$ cat src/shared/wwdt_pkg.sv
/*
 * shared constants of the window watchdog: timing figures, register map,
 * status bit positions and the state encoding.
 * assumes a 125 MHz system clock and a plain strobe register port.
 */
package wwdt_pkg;
    // clock rate, used to turn microseconds into cycles
    localparam int CLK_MHZ        = 125;
    // window figures in microseconds, per pin configuration
    localparam int T_LO_00_US     = 25900;    // lower bound, selects low/low
    localparam int T_UP_00_US     = 46800;    // upper bound, selects low/low
    localparam int T_LO_11_US     = 800000;   // lower bound, selects high/high
    localparam int T_UP_11_US     = 1600000;  // upper bound, selects high/high
    localparam int T_LO_MIX_US    = 100000;   // lower bound, mixed selects
    localparam int T_UP_MIX_US    = 200000;   // upper bound, mixed selects
    localparam int T_HOLD_US      = 200000;   // fault output hold time
    // worst-case bounds of the high/high window; the typical figures must sit inside them
    localparam int T_LO_11_MAX_US = 920000;   // lower bound never later than this
    localparam int T_UP_11_MIN_US = 1360000;  // upper bound never earlier than this
    // derived cycle counts; all figures are whole cycles already
    localparam int LO_00_CYC      = T_LO_00_US * CLK_MHZ;
    localparam int UP_00_CYC      = T_UP_00_US * CLK_MHZ;
    localparam int LO_11_CYC      = T_LO_11_US * CLK_MHZ;
    localparam int UP_11_CYC      = T_UP_11_US * CLK_MHZ;
    localparam int LO_MIX_CYC     = T_LO_MIX_US * CLK_MHZ;
    localparam int UP_MIX_CYC     = T_UP_MIX_US * CLK_MHZ;
    localparam int HOLD_CYC       = T_HOLD_US * CLK_MHZ;
    // register byte offsets
    localparam logic [7:0] ADDR_CTRL   = 8'h00;
    localparam logic [7:0] ADDR_SWLO   = 8'h04;
    localparam logic [7:0] ADDR_SWUP   = 8'h08;
    localparam logic [7:0] ADDR_STAT   = 8'h0C;
    localparam logic [7:0] ADDR_MASK   = 8'h10;
    localparam logic [7:0] ADDR_STATE  = 8'h14;
    // reset values
    localparam logic [31:0] SWLO_RST   = 32'h0000_1000;
    localparam logic [31:0] SWUP_RST   = 32'h0000_2000;
    localparam logic        CTRL_RST   = 1'b1;
    localparam logic [2:0]  MASK_RST   = 3'h0;
    // status bit positions
    localparam int ST_EARLY       = 0;
    localparam int ST_LATE        = 1;
    localparam int ST_RELEASE     = 2;
    localparam int NUM_EV         = 3;
    // window states, gray along start -> open -> fault -> latch
    typedef enum logic [1:0] {
        WS_START = 2'h0,
        WS_OPEN  = 2'h1,
        WS_FAULT = 2'h3,
        WS_LATCH = 2'h2
    } wwdt_state_t;
endpackage : wwdt_pkg

$ cat src/verilog/wwdt_core.sv
/*
 * window watchdog core: checks host kick edges against a lower and upper
 * window bound, drives the open-drain fault output, holds or latches it,
 * and offers a small register file with a sticky-status interrupt.
 * assumes kick, select, timing, feedback and fault-pin inputs are
 * asynchronous pins; the register port is on sys_clk.
 */
// The placing of the registers and the address-and-strobe port are this design's own decisions.
`timescale 1ns/10ps
//Contract
//- window chosen from timing pin plus both window select pins
//- timing pin open, selects low: lower at most 25.9 ms, upper 46.8 ms
//- timing pin open, selects high: typical window 800 ms to 1.6 s
//- selects high: lower at most 920 ms, upper at least 1360 ms
//- no kick before upper bound drives fault output low
//- feedback low on reset delay pin latches fault until restart
//- kick before lower bound or after upper bound is a fault
//- reset delay pin open: hold fault 200 ms, then release
module wwdt_core import wwdt_pkg::*; #(
    parameter int LO_00   = LO_00_CYC,   // lower bound, selects low/low
    parameter int UP_00   = UP_00_CYC,   // upper bound, selects low/low
    parameter int LO_11   = LO_11_CYC,   // lower bound, selects high/high
    parameter int UP_11   = UP_11_CYC,   // upper bound, selects high/high
    parameter int LO_MIX  = LO_MIX_CYC,  // lower bound, mixed selects
    parameter int UP_MIX  = UP_MIX_CYC,  // upper bound, mixed selects
    parameter int HOLD    = HOLD_CYC     // fault hold time
) (
    input  wire logic        sys_clk,           // 125 MHz clock
    input  wire logic        reset,             // sync reset, active high
    input  wire logic        clk_en,            // freezes all state when low
    input  wire logic        kick_pulse_input,  // host kick pin
    input  wire logic        window_select_lo,  // window select pin 0
    input  wire logic        window_select_hi,  // window select pin 1
    input  wire logic        window_timing_pin, // high: software window
    input  wire logic        reset_delay_pin,   // low: fault fed back, latch
    input  wire logic        fault_output_n_i,  // fault pin level seen
    output logic             fault_output_n_o,  // fault pin drive value
    output logic             fault_output_n_oe, // fault pin pulled low
    input  wire logic [7:0]  reg_addr,          // register byte address
    input  wire logic [31:0] reg_wdata,         // write data
    input  wire logic        reg_wr,            // write strobe
    input  wire logic        reg_rd,            // read strobe
    output logic      [31:0] reg_rdata,         // read data, next cycle
    output logic             irq                // level interrupt
);
    // pin synchronisers: stage one is read only by stage two
    logic [5:0] sync1_q, sync2_q;
    logic       kick_prev_q;
    always_ff @(posedge sys_clk) begin
        if (reset) begin
            sync1_q     <= 6'h3F;
            sync2_q     <= 6'h3F;
            kick_prev_q <= 1'b1;
        end else if (clk_en) begin
            sync1_q     <= {fault_output_n_i, reset_delay_pin, window_timing_pin,
                            window_select_hi, window_select_lo, kick_pulse_input};
            sync2_q     <= sync1_q;
            kick_prev_q <= sync2_q[0];
        end
    end

    wire       kick_fall  = kick_prev_q & ~sync2_q[0];
    wire [1:0] sel        = sync2_q[2:1];
    wire       timing_sw  = sync2_q[3];
    wire       feedback_n = sync2_q[4];
    wire       pin_level  = sync2_q[5];

    // registers
    logic              en_q;
    logic [31:0]       swlo_q, swup_q;
    logic [NUM_EV-1:0] stat_q, mask_q;
    wwdt_state_t       state_q, state_d;
    logic [31:0]       cnt_q, cnt_d;

    // window limit selection; a zero software bound makes that edge match only at counter value 32'hFFFFFFFF
    wire [31:0] pin_lo = (sel == 2'b00) ? LO_00[31:0] :
                         (sel == 2'b11) ? LO_11[31:0] : LO_MIX[31:0];
    wire [31:0] pin_up = (sel == 2'b00) ? UP_00[31:0] :
                         (sel == 2'b11) ? UP_11[31:0] : UP_MIX[31:0];
    wire [31:0] lo_lim = timing_sw ? swlo_q : pin_lo;
    wire [31:0] up_lim = timing_sw ? swup_q : pin_up;
    wire        lo_hit = (cnt_q == lo_lim - 32'h1);
    wire        up_hit = (cnt_q == up_lim - 32'h1);
    wire        hold_hit = (cnt_q == HOLD[31:0] - 32'h1);

    // events of this cycle
    wire ev_early   = en_q && (state_q == WS_START) && kick_fall;
    wire ev_late    = en_q && (state_q == WS_OPEN) && up_hit && !kick_fall;
    wire ev_release = (state_q == WS_FAULT) && hold_hit && feedback_n;

    // window state machine; kicks while faulted are ignored
    always_comb begin
        state_d = state_q;
        cnt_d   = cnt_q + 32'h1;
        case (state_q)
            WS_START: begin
                if (!en_q) begin
                    cnt_d = 32'h0;
                end else if (ev_early) begin
                    state_d = WS_FAULT;
                    cnt_d   = 32'h0;
                end else if (lo_hit) begin
                    state_d = WS_OPEN;
                end
            end
            WS_OPEN: begin
                if (!en_q) begin
                    state_d = WS_START;
                    cnt_d   = 32'h0;
                end else if (kick_fall) begin
                    state_d = WS_START;
                    cnt_d   = 32'h0;
                end else if (ev_late) begin
                    state_d = WS_FAULT;
                    cnt_d   = 32'h0;
                end
            end
            WS_FAULT: begin
                if (!feedback_n) begin
                    state_d = WS_LATCH;
                end else if (ev_release) begin
                    state_d = WS_START;
                    cnt_d   = 32'h0;
                end
            end
            WS_LATCH: begin
                cnt_d = cnt_q;
            end
            default: begin
                state_d = WS_START;
                cnt_d   = 32'h0;
            end
        endcase
    end

    wire fault_d = (state_d == WS_FAULT) || (state_d == WS_LATCH);

    // state, counter and pin drive; only a reset leaves the latch
    always_ff @(posedge sys_clk) begin
        if (reset) begin
            state_q           <= WS_START;
            cnt_q             <= 32'h0;
            fault_output_n_oe <= 1'b0;
        end else if (clk_en) begin
            state_q           <= state_d;
            cnt_q             <= cnt_d;
            fault_output_n_oe <= fault_d;
        end
    end

    // open drain: the driven value is always low
    always_ff @(posedge sys_clk) begin
        fault_output_n_o <= 1'b0;
    end

    // register decode
    wire wr_ctrl = reg_wr && (reg_addr == ADDR_CTRL);
    wire wr_swlo = reg_wr && (reg_addr == ADDR_SWLO);
    wire wr_swup = reg_wr && (reg_addr == ADDR_SWUP);
    wire wr_mask = reg_wr && (reg_addr == ADDR_MASK);
    wire rd_stat = reg_rd && (reg_addr == ADDR_STAT);
    wire [NUM_EV-1:0] ev_vec = {ev_release, ev_late, ev_early};
    // set wins over the read-clear so an event in the read cycle survives
    wire [NUM_EV-1:0] stat_d = (rd_stat ? {NUM_EV{1'b0}} : stat_q) | ev_vec;
    wire [31:0] rd_mux =
        (reg_addr == ADDR_CTRL)  ? {31'h0, en_q} :
        (reg_addr == ADDR_SWLO)  ? swlo_q :
        (reg_addr == ADDR_SWUP)  ? swup_q :
        (reg_addr == ADDR_STAT)  ? {29'h0, stat_q} :
        (reg_addr == ADDR_MASK)  ? {29'h0, mask_q} :
        (reg_addr == ADDR_STATE) ? {26'h0, pin_level, timing_sw, sel, state_q} : 32'h0; // fields side by side

    // register file, status and interrupt
    always_ff @(posedge sys_clk) begin
        if (reset) begin
            en_q      <= CTRL_RST;
            swlo_q    <= SWLO_RST;
            swup_q    <= SWUP_RST;
            mask_q    <= MASK_RST;
            stat_q    <= '0;
            reg_rdata <= 32'h0;
            irq       <= 1'b0;
        end else if (clk_en) begin
            if (wr_ctrl) en_q   <= reg_wdata[0];
            if (wr_swlo) swlo_q <= reg_wdata;
            if (wr_swup) swup_q <= reg_wdata;
            if (wr_mask) mask_q <= reg_wdata[NUM_EV-1:0];
            stat_q    <= stat_d;
            reg_rdata <= reg_rd ? rd_mux : 32'h0;
            irq       <= |(stat_d & (wr_mask ? reg_wdata[NUM_EV-1:0] : mask_q));
        end
    end
endmodule : wwdt_core
$ cat config.mk
export PLATFORM = sky130hd
export DESIGN_NAME = wwdt_core
export DESIGN_NICKNAME = d
export VERILOG_FILES = /design/src/shared/wwdt_pkg.sv /design/src/verilog/wwdt_core.sv
export SDC_FILE = /design/constraint.sdc
export NUM_CORES = 1
export LEC_CHECK = 0
export BUFFER_PORTS_ARGS = -buffer_cell sky130_fd_sc_hd__buf_4
export CAP_MARGIN = 30
export CORE_ASPECT_RATIO = 0.9
export CORE_MARGIN = 8
export CORE_UTILIZATION = 45
export DETAILED_ROUTE_END_ITERATION = 10
export HOLD_SLACK_MARGIN = 0.05
export RECOVER_POWER = 50
export REMOVE_ABC_BUFFERS = 1
export SETUP_SLACK_MARGIN = 0.4
export SKIP_LAST_GASP = 1
export SYNTH_ARGS = -nofsm -noshare
export SYNTH_HDL_FRONTEND = slang
export SYNTH_SLANG_ARGS = --single-unit
export TNS_END_PERCENT = 10
$ cat constraint.sdc
create_clock -name sys_clk -period 6.3 [get_ports sys_clk]
set_input_delay 1.26 -clock sys_clk [delete_from_list [all_inputs] [get_ports sys_clk]]
set_output_delay 1.26 -clock sys_clk [all_outputs]
set_load 0.01 [all_outputs]
==> impl_metrics.env, run 1 <==
export IMPL_status="finished, violations left"
export IMPL_violations="max-capacitance violations, max-slew violations"
export IMPL_hpwl_mm=22.2
export IMPL_leakagePower_uw=0.00360
export IMPL_routabilityCongestion=0.918
export IMPL_cts_setup_buffers=0
export IMPL_peakVddDrop_mv=0.129
export IMPL_wl_per_cell_um=19.6
export IMPL_nNetsFinal=1358
export IMPL_io_buffers=84
export IMPL_avgViaCountPerCell=5.83
export IMPL_ys_seq_area_share_pct=31.3
export IMPL_final_util_pct=49.9
export IMPL_hold_violations=0
export IMPL_cp_data_required_time_ps=6470
export IMPL_cts_buffer_depth=2
export IMPL_cts_htree_levels=4
export IMPL_synth_edf_count=0
export IMPL_dieArea_um2=26600
export IMPL_first_iter_violations=879
export IMPL_final_common_cell="nand2_1"
export IMPL_setup_tns_ps=0
export IMPL_grt_pass1_vias=8875
export IMPL_layout_common_cells="nand2_1 (216), dfxtp_1 (151), a21oi_1 (139)"
export IMPL_io_pins=86
export IMPL_synth_area_um2=9730
export IMPL_cp_num_buf_inv=0
export IMPL_ys_async_sr_fraction_pct=0
export IMPL_relSlewSlack_pct=-114
export IMPL_clockRootBuffer="clkbuf_16"
export IMPL_rows=51
export IMPL_worst_slew_pin_slew_ps=3210
export IMPL_criticalPathCategory="flop to flop"
export IMPL_final_layout_size_suffix_gt1_share_pct=9.38
export IMPL_die_w_um=171
export IMPL_hold_path_class="flop to flop"
export IMPL_fin_skew_ps=13.2
export IMPL_grt_max_degree=82
export IMPL_fin_crit_ps=4980
export IMPL_drtAntennaViolNets=0
export IMPL_startpoint_type="flop"
export IMPL_slew_violations=132
export IMPL_fmax_mhz=201
export IMPL_yosysWarnings=0
export IMPL_initial_core_util_pct=45.4
export IMPL_synth_seq_cells=152
export IMPL_nFillCells=2247
export IMPL_cp_cell_sequence="nor4b_4, nand4_2, nor4b_1, mux2_2, a2111oi_2, nand4_1, or4_4, a21oi_4, nor3_1"
export IMPL_wl_mm=31.4
export IMPL_numCtsBuffers=17
export IMPL_drc=0
export IMPL_rsz0062_at_grt="no"
export IMPL_slowest_delay_ps=880
export IMPL_grtUsageTotal_pct=23.8
export IMPL_cts_tree="done"
export IMPL_crit_path_end_kind="flop"
export IMPL_cts_resized=0
export IMPL_grt_ovfl_total=0
export IMPL_postCtsHoldBufs=0
export IMPL_synth_cells=1296
export IMPL_firstDrtPassIters=5
export IMPL_ys_top_cells_by_area="dfxtp_1 (31%), nand2_1 (8.3%), a21oi_1 (7.2%)"
export IMPL_setup_viol_count_final=0
export IMPL_cp_max_fo=81
export IMPL_cp_arrival_ps=5150
export IMPL_yosys_area_top_type="dfxtp_1"
export IMPL_yosys_most_used_dff="dfxtp_1"
export IMPL_antenna_found_initial=0
export IMPL_yosysUniqueCellTypes=88
export IMPL_clock_sinks=152
export IMPL_coreArea_um2=21400
export IMPL_diodes=0
export IMPL_clk_latency_ps=440
export IMPL_grt_pass1_wl_mm=50.3
export IMPL_yosysTopAreaCellShare_pct=31.3
export IMPL_period_share_pct=79.1
export IMPL_cpMaxStageDelayCell="dfxtp_4"
export IMPL_cpLargestDelayFamily="simple AND/OR/NAND/NOR gates"
export IMPL_clk_transition_reported_paths_ps=70
export IMPL_syn_avg_cell_area_um2=7.50
export IMPL_synthToLayoutAreaGrowth_pct=10.0
export IMPL_vias=9352
export IMPL_power_density_nw_per_um2=209
export IMPL_die_height_um=155
export IMPL_maxCapViolCount=3
==> cell usage after synthesis (all sizes together) (4+ instances only) <==
cell and number:
a21o 4, o21ai 27, o22ai 4, xnor2 64
nand2 216, a32oi 8, or3 11, a21oi 141
dfxtp 152, nand2b 9, nor2 119, nor4 21
a22oi 32, and3 13, a2111oi 8, or4 8
clkbuf 79, o31ai 6, ha 7, nor4b 8
nand3 45, o21a 9, o211ai 5, buf 26
nand4 24, nand4b 4, a211oi 4, nor3 59
mux2i 30, a31oi 6, inv 19, nor3b 11
xor2 50, nor2b 14
==> final timing paths <==
check               startpoint           endpoint  slack [ps]  depth (start not counted)
min          fault_output_n_oe  fault_output_n_oe         460                          1
min reg2reg  fault_output_n_oe  fault_output_n_oe         460                          1
max                 sync2_q[3]          cnt_q[27]        1320                          9
max reg2reg         sync2_q[3]          cnt_q[27]        1320                          9
==> stage by stage <==
stage	worst slack [ps]	total power, uW	hold slack, ps	area (um2)	instances
global placement	1570	1250	439	10300	1572
floorplan	776	1150	438	9220	1191
global route	884	2310	479	10700	1603
detailed placement	1530	1250	448	10300	1572
CTS	1520	2240	464	10900	1603
finish	1320	2230	456	10700	1603
==> report_power, final <==
group,switching [uW],internal [uW],leakage [uW]
clock network,448,556,0.000255
logic,145,93.8,0.00212
registers,19.2,969,0.00123
total,612,1620,0.00360
==> layout make-up <==
type | count | area, um2 | area share [%]
inverter | 19 | 71.3 | 0.667
tap | 291 | 364 | 3.40
timing repair buffer | 90 | 537 | 5.02
sequential | 152 | 3050 | 28.5
clock buffer | 19 | 443 | 4.14
clock inverter | 12 | 116 | 1.09
multi-input combinational | 1020 | 6120 | 57.2
==> state kept, by name, summed over array words and instances (netlist names) <==
| register | flops |
|---|---|
| cnt_q | 32 |
| en_q | 1 |
| fault_output_n_oe | 1 |
| irq | 1 |
| kick_prev_q | 1 |
| mask_q | 3 |
| reg_rdata | 32 |
| stat_q | 3 |
| state_q | 2 |
| swlo_q | 32 |
| swup_q | 32 |
| sync1_q | 6 |
| sync2_q | 6 |
==> worst reg2reg max path, stage by stage, from the launching register on <==
cell       delay (ps)
dfxtp_4           880
nor4b_4           580
nand4_2           440
nor4b_1           480
mux2_2            400
a2111oi_2         370
nand4_1           130
or4_4             630
a21oi_4           670
nor3_1            140
==> cells by family (layout without fill, tap and decap cells) <==
| logic type | count (synthesis) | count (layout) | synth area share [%] |
|---|---|---|---|
| other | 1 | 1 | 0.0386 |
| adders and majority gates | 7 | 7 | 0.901 |
| buffers and inverters | 124 | 140 | 5.94 |
| DFF | 152 | 152 | 31.3 |
| AOI/OAI and AO/OA | 287 | 287 | 18.8 |
| muxes | 32 | 32 | 3.32 |
| and+or+nand+nor | 577 | 577 | 28.9 |
| xor gates and xnor gates | 116 | 116 | 10.7 |
==> metal layers <==
| layer | up-vias | share of wire (%) | wire length [um] | global-route usage, % |
|---|---|---|---|---|
| met5 | - | 0 | 0 | 0 |
| met4 | 0 | 2.1 | 651 | 6.95 |
| met3 | 38 | 7.4 | 2310 | 5.12 |
| met2 | 337 | 43 | 13500 | 35.5 |
| met1 | 4402 | 47 | 14900 | 33.8 |
| li1 | 4575 | - | - | - |
Note: power is estimated with default switching activity, not from simulation.
==> run 2: changes to the inputs <==
--- a/config.mk
+++ b/config.mk
@@ -12,6 +12,7 @@
 export CORE_UTILIZATION = 45
 export DETAILED_ROUTE_END_ITERATION = 10
 export HOLD_SLACK_MARGIN = 0.05
+export PLACE_DENSITY = 0.65
 export RECOVER_POWER = 50
 export REMOVE_ABC_BUFFERS = 1
 export SETUP_SLACK_MARGIN = 0.4
==> constraint.sdc (replaced) <==
create_clock -name sys_clk -period 4.57 [get_ports sys_clk]
set_input_delay 0.914 -clock sys_clk [delete_from_list [all_inputs] [get_ports sys_clk]]
set_output_delay 0.914 -clock sys_clk [all_outputs]
set_load 0.01 [all_outputs]
==> impl_metrics.env, run 2 (synthesis results as in run 1) <==
export IMPL_diodes=0
export IMPL_period_share_pct=86.9
export IMPL_fin_skew_ps=15.7
export IMPL_worst_path_stages=10
export IMPL_rsz0062_at_grt="no"
export IMPL_maxCapViolCount=3
export IMPL_rows=51
export IMPL_p_total_uw=3100
export IMPL_cp_num_buf_inv=1
export IMPL_fmax_mhz=252
export IMPL_startpoint_type="flop"
export IMPL_drtAntennaViolNets=0
export IMPL_leakagePower_uw=0.00371
export IMPL_wl_mm=31.8
export IMPL_clockRootBuffer="clkbuf_16"
export IMPL_drc=0
export IMPL_final_common_cell="nand2_1"
export IMPL_cpMaxStageDelayCell="or4_4"
export IMPL_coreArea_um2=21400
export IMPL_nNetsFinal=1379
export IMPL_cp_cell_sequence="or3b_2, o22a_1, nor4b_1, mux2_2, a2111oi_2, nand4_1, or4_4, a21oi_4, buf_6, nor4_1"
export IMPL_hold_violations=0
export IMPL_first_iter_violations=856
export IMPL_peakVddDrop_mv=0.253
export IMPL_slowest_delay_ps=630
export IMPL_numCtsBuffers=17
export IMPL_setup_viol_count_final=0
export IMPL_cp_endpoint="cnt_q[8]"
export IMPL_grt_max_degree=70
export IMPL_violations="max-capacitance violations, max-slew violations"
export IMPL_grt_ovfl_total=0
export IMPL_initial_core_util_pct=45.4
export IMPL_grt_pass1_wl_mm=50.8
export IMPL_status="finished, violations left"
export IMPL_vias=9651
export IMPL_cpLargestDelayFamily="simple AND/OR/NAND/NOR gates"
export IMPL_clock_sinks=152
export IMPL_io_buffers=84
export IMPL_io_pins=86
export IMPL_grtUsageTotal_pct=24.0
export IMPL_firstDrtPassIters=6
export IMPL_worst_slew_pin_slew_ps=2060
export IMPL_power_density_nw_per_um2=285
export IMPL_fin_cells=1625
export IMPL_hold_path_class="flop to flop"
export IMPL_setup_tns_ps=0
export IMPL_r2r_start="sync2_q[3]"
export IMPL_die_height_um=155
export IMPL_fin_crit_ps=3970
export IMPL_hpwl_mm=22.5
export IMPL_layout_common_cells="nand2_1 (216), dfxtp_1 (151), a21oi_1 (138)"
export IMPL_rr_endpoint="cnt_q[8]"
export IMPL_clk_transition_reported_paths_ps=70
export IMPL_dieArea_um2=26600
export IMPL_reg2reg_depth=10
export IMPL_avgViaCountPerCell=5.94
export IMPL_clk_latency_ps=440
export IMPL_reg2reg_setup_slack_ps=600
export IMPL_cts_htree_levels=4
export IMPL_cp_max_fo=30
export IMPL_cp_startpoint="sync2_q[3]"
export IMPL_synthToLayoutAreaGrowth_pct=12.0
export IMPL_relSlewSlack_pct=-37.3
export IMPL_postCtsHoldBufs=0
export IMPL_cp_arrival_ps=4210
export IMPL_crit_path_end_kind="flop"
export IMPL_place_inst=1590
export IMPL_die_w_um=171
export IMPL_routabilityCongestion=0.963
export IMPL_cp_data_required_time_ps=4810
export IMPL_slew_violations=147
export IMPL_grt_pass1_vias=9060
export IMPL_wl_per_cell_um=19.6
export IMPL_criticalPathCategory="flop to flop"
export IMPL_cts_buffer_depth=2
export IMPL_final_layout_size_suffix_gt1_share_pct=11.0
export IMPL_antenna_found_initial=0
export IMPL_cts_tree="done"
[run 2: changes by cell type in the layout (fill, tap and decap cells not counted), sizes merged]
cell	change
buf	+18
clkinvlp	-1
clkbuf	+2
clkinv	+3
[run 2: worst min path at each step]
stage	start	to	cells past startpoint
floorplan	mask_q[1]	mask_q[1]	2
global placement	reg_rdata[0]	reg_rdata[0]	2
detailed placement	fault_output_n_oe	fault_output_n_oe	1
CTS	mask_q[1]	mask_q[1]	2
global route	mask_q[1]	mask_q[1]	2
finish	fault_output_n_oe	fault_output_n_oe	1
[run 2: final cells by class]
type / instances / area (um2)
multi-input combinational: 1020 / 6150
timing repair buffer: 111 / 697
sequential: 152 / 3050
fill: 2174 / 10500
tap: 291 / 364
clock buffer: 18 / 429
clock inverter: 14 / 140
inverter: 19 / 71.3
[run 2: per-layer routing]
metal | track usage [%] | up-vias | routed length [um] | part of all wire [%]
met2 | 35.6 | 398 | 13900 | 44
met3 | 4.64 | 43 | 2330 | 7.3
met1 | 34.1 | 4594 | 14800 | 47
met4 | 8.07 | 0 | 738 | 2.3
met5 | 0 | - | 0 | 0
li1 | - | 4616 | - | -
[run 2: metrics by stage]
stage	hold WS, ps	instance area (um2)	setup slack [ps]	utilization (%)
after floorplan	438	9220	-954	-
after global placement	446	10400	566	48.6
after detailed placement	458	10400	530	48.6
after CTS	474	11000	488	51.2
after global routing	484	10900	432	50.8
final	469	10900	597	50.8
[run 2: worst register-to-register path: stages, from the launching register on]
cell	delay, ps
dfxtp_4	530
or3b_2	520
o22a_1	300
nor4b_1	360
mux2_2	410
a2111oi_2	360
nand4_1	130
or4_4	630
a21oi_4	180
buf_6	250
nor4_1	110
[run 2: power breakdown]
group	switching [uW]	internal [uW]	leakage, uW	total (uW)
registers	17.6	1340	0.00123	1350
logic	220	140	0.00222	359
clock network	631	762	0.000262	1390
total	868	2240	0.00371	3100
[run 2: timing repair]
action                                  CTS  global route
endpoints found under the setup margin    0            30
gates resized for setup                   0             7
buffers inserted                          0             3
==> run 3: changes to the inputs <==
--- a/config.mk
+++ b/config.mk
@@ -9,10 +9,10 @@
 export CAP_MARGIN = 30
 export CORE_ASPECT_RATIO = 0.9
 export CORE_MARGIN = 8
-export CORE_UTILIZATION = 45
+export CORE_UTILIZATION = 55
 export DETAILED_ROUTE_END_ITERATION = 10
 export HOLD_SLACK_MARGIN = 0.05
-export PLACE_DENSITY = 0.65
+export PLACE_DENSITY = 0.82
 export RECOVER_POWER = 50
 export REMOVE_ABC_BUFFERS = 1
 export SETUP_SLACK_MARGIN = 0.4
==> impl_metrics.env, run 3 (synthesis results as in run 1) <==
export IMPL_status="finished, violations left"
export IMPL_violations="max-capacitance violations, max-slew violations"
export IMPL_hold_path_class="flop to flop"
export IMPL_cts_htree_levels=4
export IMPL_relSlewSlack_pct=-72.1
export IMPL_setup_tns_ps=0
export IMPL_setup_viol_count_final=0
export IMPL_drc=0
export IMPL_postPlaceCellArea_um2=10300
export IMPL_nNetsFinal=1377
export IMPL_synthToLayoutAreaGrowth_pct=11.5
export IMPL_cp_cell_sequence="inv_1, ha_1, nor2_1, o211ai_1, a21oi_1, xor2_1, o21ai_0, nand3_1, or4_4, a21oi_4, buf_4, nor3_1"
export IMPL_leakagePower_uw=0.00374
export IMPL_grt_pass1_wl_mm=48.2
export IMPL_clk_transition_reported_paths_ps=70
export IMPL_grt_ovfl_total=0
export IMPL_layout_common_cells="nand2_1 (216), dfxtp_1 (151), a21oi_1 (139)"
export IMPL_wl_mm=29.9
export IMPL_fmax_mhz=247
export IMPL_hold_violations=0
export IMPL_p_sw_uw=848
export IMPL_first_iter_violations=1002
export IMPL_rsz0062_at_grt="no"
export IMPL_startpoint_type="flop"
export IMPL_grtUsageTotal_pct=27.0
export IMPL_combPwrFrac_pct=11.1
export IMPL_criticalPathCategory="flop to flop"
export IMPL_clock_sinks=152
export IMPL_dieArea_um2=22200
export IMPL_cp_data_required_time_ps=4760
export IMPL_vias=9701
export IMPL_numCtsBuffers=17
export IMPL_cp_max_fo=30
export IMPL_slew_violations=138
export IMPL_period_share_pct=88.7
export IMPL_fin_crit_ps=4050
export IMPL_clockRootBuffer="clkbuf_16"
export IMPL_cts_buffer_depth=2
export IMPL_crit_path_end_kind="flop"
export IMPL_fin_skew_ps=9.94
export IMPL_coreArea_um2=17500
export IMPL_hpwl_mm=21.2
export IMPL_maxCapViolCount=2
export IMPL_cp_arrival_ps=4240
export IMPL_p_sw_share_pct=27.0
export IMPL_final_common_cell="nand2_1"
export IMPL_peakVddDrop_mv=0.273
export IMPL_io_pins=86
export IMPL_antenna_found_initial=0
export IMPL_intPower_uw=2290
export IMPL_drtAntennaViolNets=0
export IMPL_power_density_nw_per_um2=290
export IMPL_firstDrtPassIters=6
export IMPL_grt_pass1_vias=9138
export IMPL_final_layout_size_suffix_gt1_share_pct=11.0
export IMPL_clk_latency_ps=440
export IMPL_diodes=0
export IMPL_worst_slew_pin_slew_ps=2580
export IMPL_routabilityCongestion=0.975
export IMPL_die_w_um=156
export IMPL_initial_core_util_pct=55.6
export IMPL_grt_max_degree=82
export IMPL_io_buffers=84
export IMPL_clockPowerShare_pct=45.8
export IMPL_slowest_delay_ps=590
export IMPL_cpMaxStageDelayCell="or4_4"
export IMPL_design_area_um2=10800
export IMPL_avgViaCountPerCell=6.17
export IMPL_p_seq_share_pct=43.1
export IMPL_cts_tree="done"
export IMPL_wl_per_cell_um=19.0
export IMPL_die_height_um=142
export IMPL_rows=46
==> run 3: cell count changes in the layout (fill, tap and decap cells not counted), sizes merged <==
cell and change:
clkbuf -4, clkinvlp -3, buf +2, inv +2, bufinv +1
==> run 3: path summary, 6_finish.rpt <==
| kind | from | end | slack [ps] | depth (start not counted) |
|---|---|---|---|---|
| hold reg to reg | reg_rdata[0] | reg_rdata[0] | 460 | 2 |
| setup / recovery | sync2_q[2] | cnt_q[18] | 520 | 12 |
| hold / removal | reg_rdata[0] | reg_rdata[0] | 460 | 2 |
| setup reg to reg | sync2_q[2] | cnt_q[18] | 520 | 12 |
==> run 3: what timing repair did <==
item                                   in CTS  in global routing
setup buffers                               0                  4
setup endpoints to repair                   0                 30
gates resized for setup                     0                  4
endpoints found under the hold margin       0                  0
hold buffers                                0                  0
==> run 3: stage by stage <==
stage	power [uW]	hold slack (ps)	utilization [%]	setup WS, ps	cells
final	3140	457	62.0	517	1572
after global routing	3240	471	62.0	239	1572
after CTS	3140	458	62.4	544	1568
after detailed placement	1720	451	59.0	571	1536
after global placement	1720	439	59.0	646	1536
after floorplan	1580	438	-	-954	1191
==> run 3: area by class of cell <==
cell class / instances / area [um2]
inverter: 19 / 71.3
timing repair buffer: 109 / 684
tap: 240 / 300
multi-input combinational: 1020 / 6150
clock inverter: 14 / 161
fill: 1594 / 6660
sequential: 152 / 3050
clock buffer: 18 / 429
==> run 3: power groups by stage <==
| stage | logic (uW) | registers, uW | clock network [uW] |
|---|---|---|---|
| after CTS | 338 | 1350 | 1450 |
| after global placement | 334 | 1380 | 0 |
| after global routing | 378 | 1350 | 1510 |
| after floorplan | 197 | 1390 | 0 |
| after detailed placement | 335 | 1380 | 0 |
| final | 348 | 1350 | 1440 |
==> run 3: routing by layer <==
| layer | global-route usage [%] | up-vias | share of wire [%] |
|---|---|---|---|
| met5 | 0 | - | 0 |
| met4 | 9.30 | 0 | 2.7 |
| met3 | 5.98 | 57 | 10 |
| met1 | 36.7 | 4530 | 43 |
| met2 | 41.5 | 505 | 44 |
| li1 | - | 4609 | - |
==> run 3: critical path: cells and delay by family, from the launching register on <==
kind / cells / cell delay, ps
AOI/OAI and AO/OA: 4 / 1200
xor gates and xnor gates: 1 / 230
adders and majority gates: 1 / 570
buffers and inverters: 2 / 420
DFF: 1 / 390
and+or+nand+nor: 4 / 980
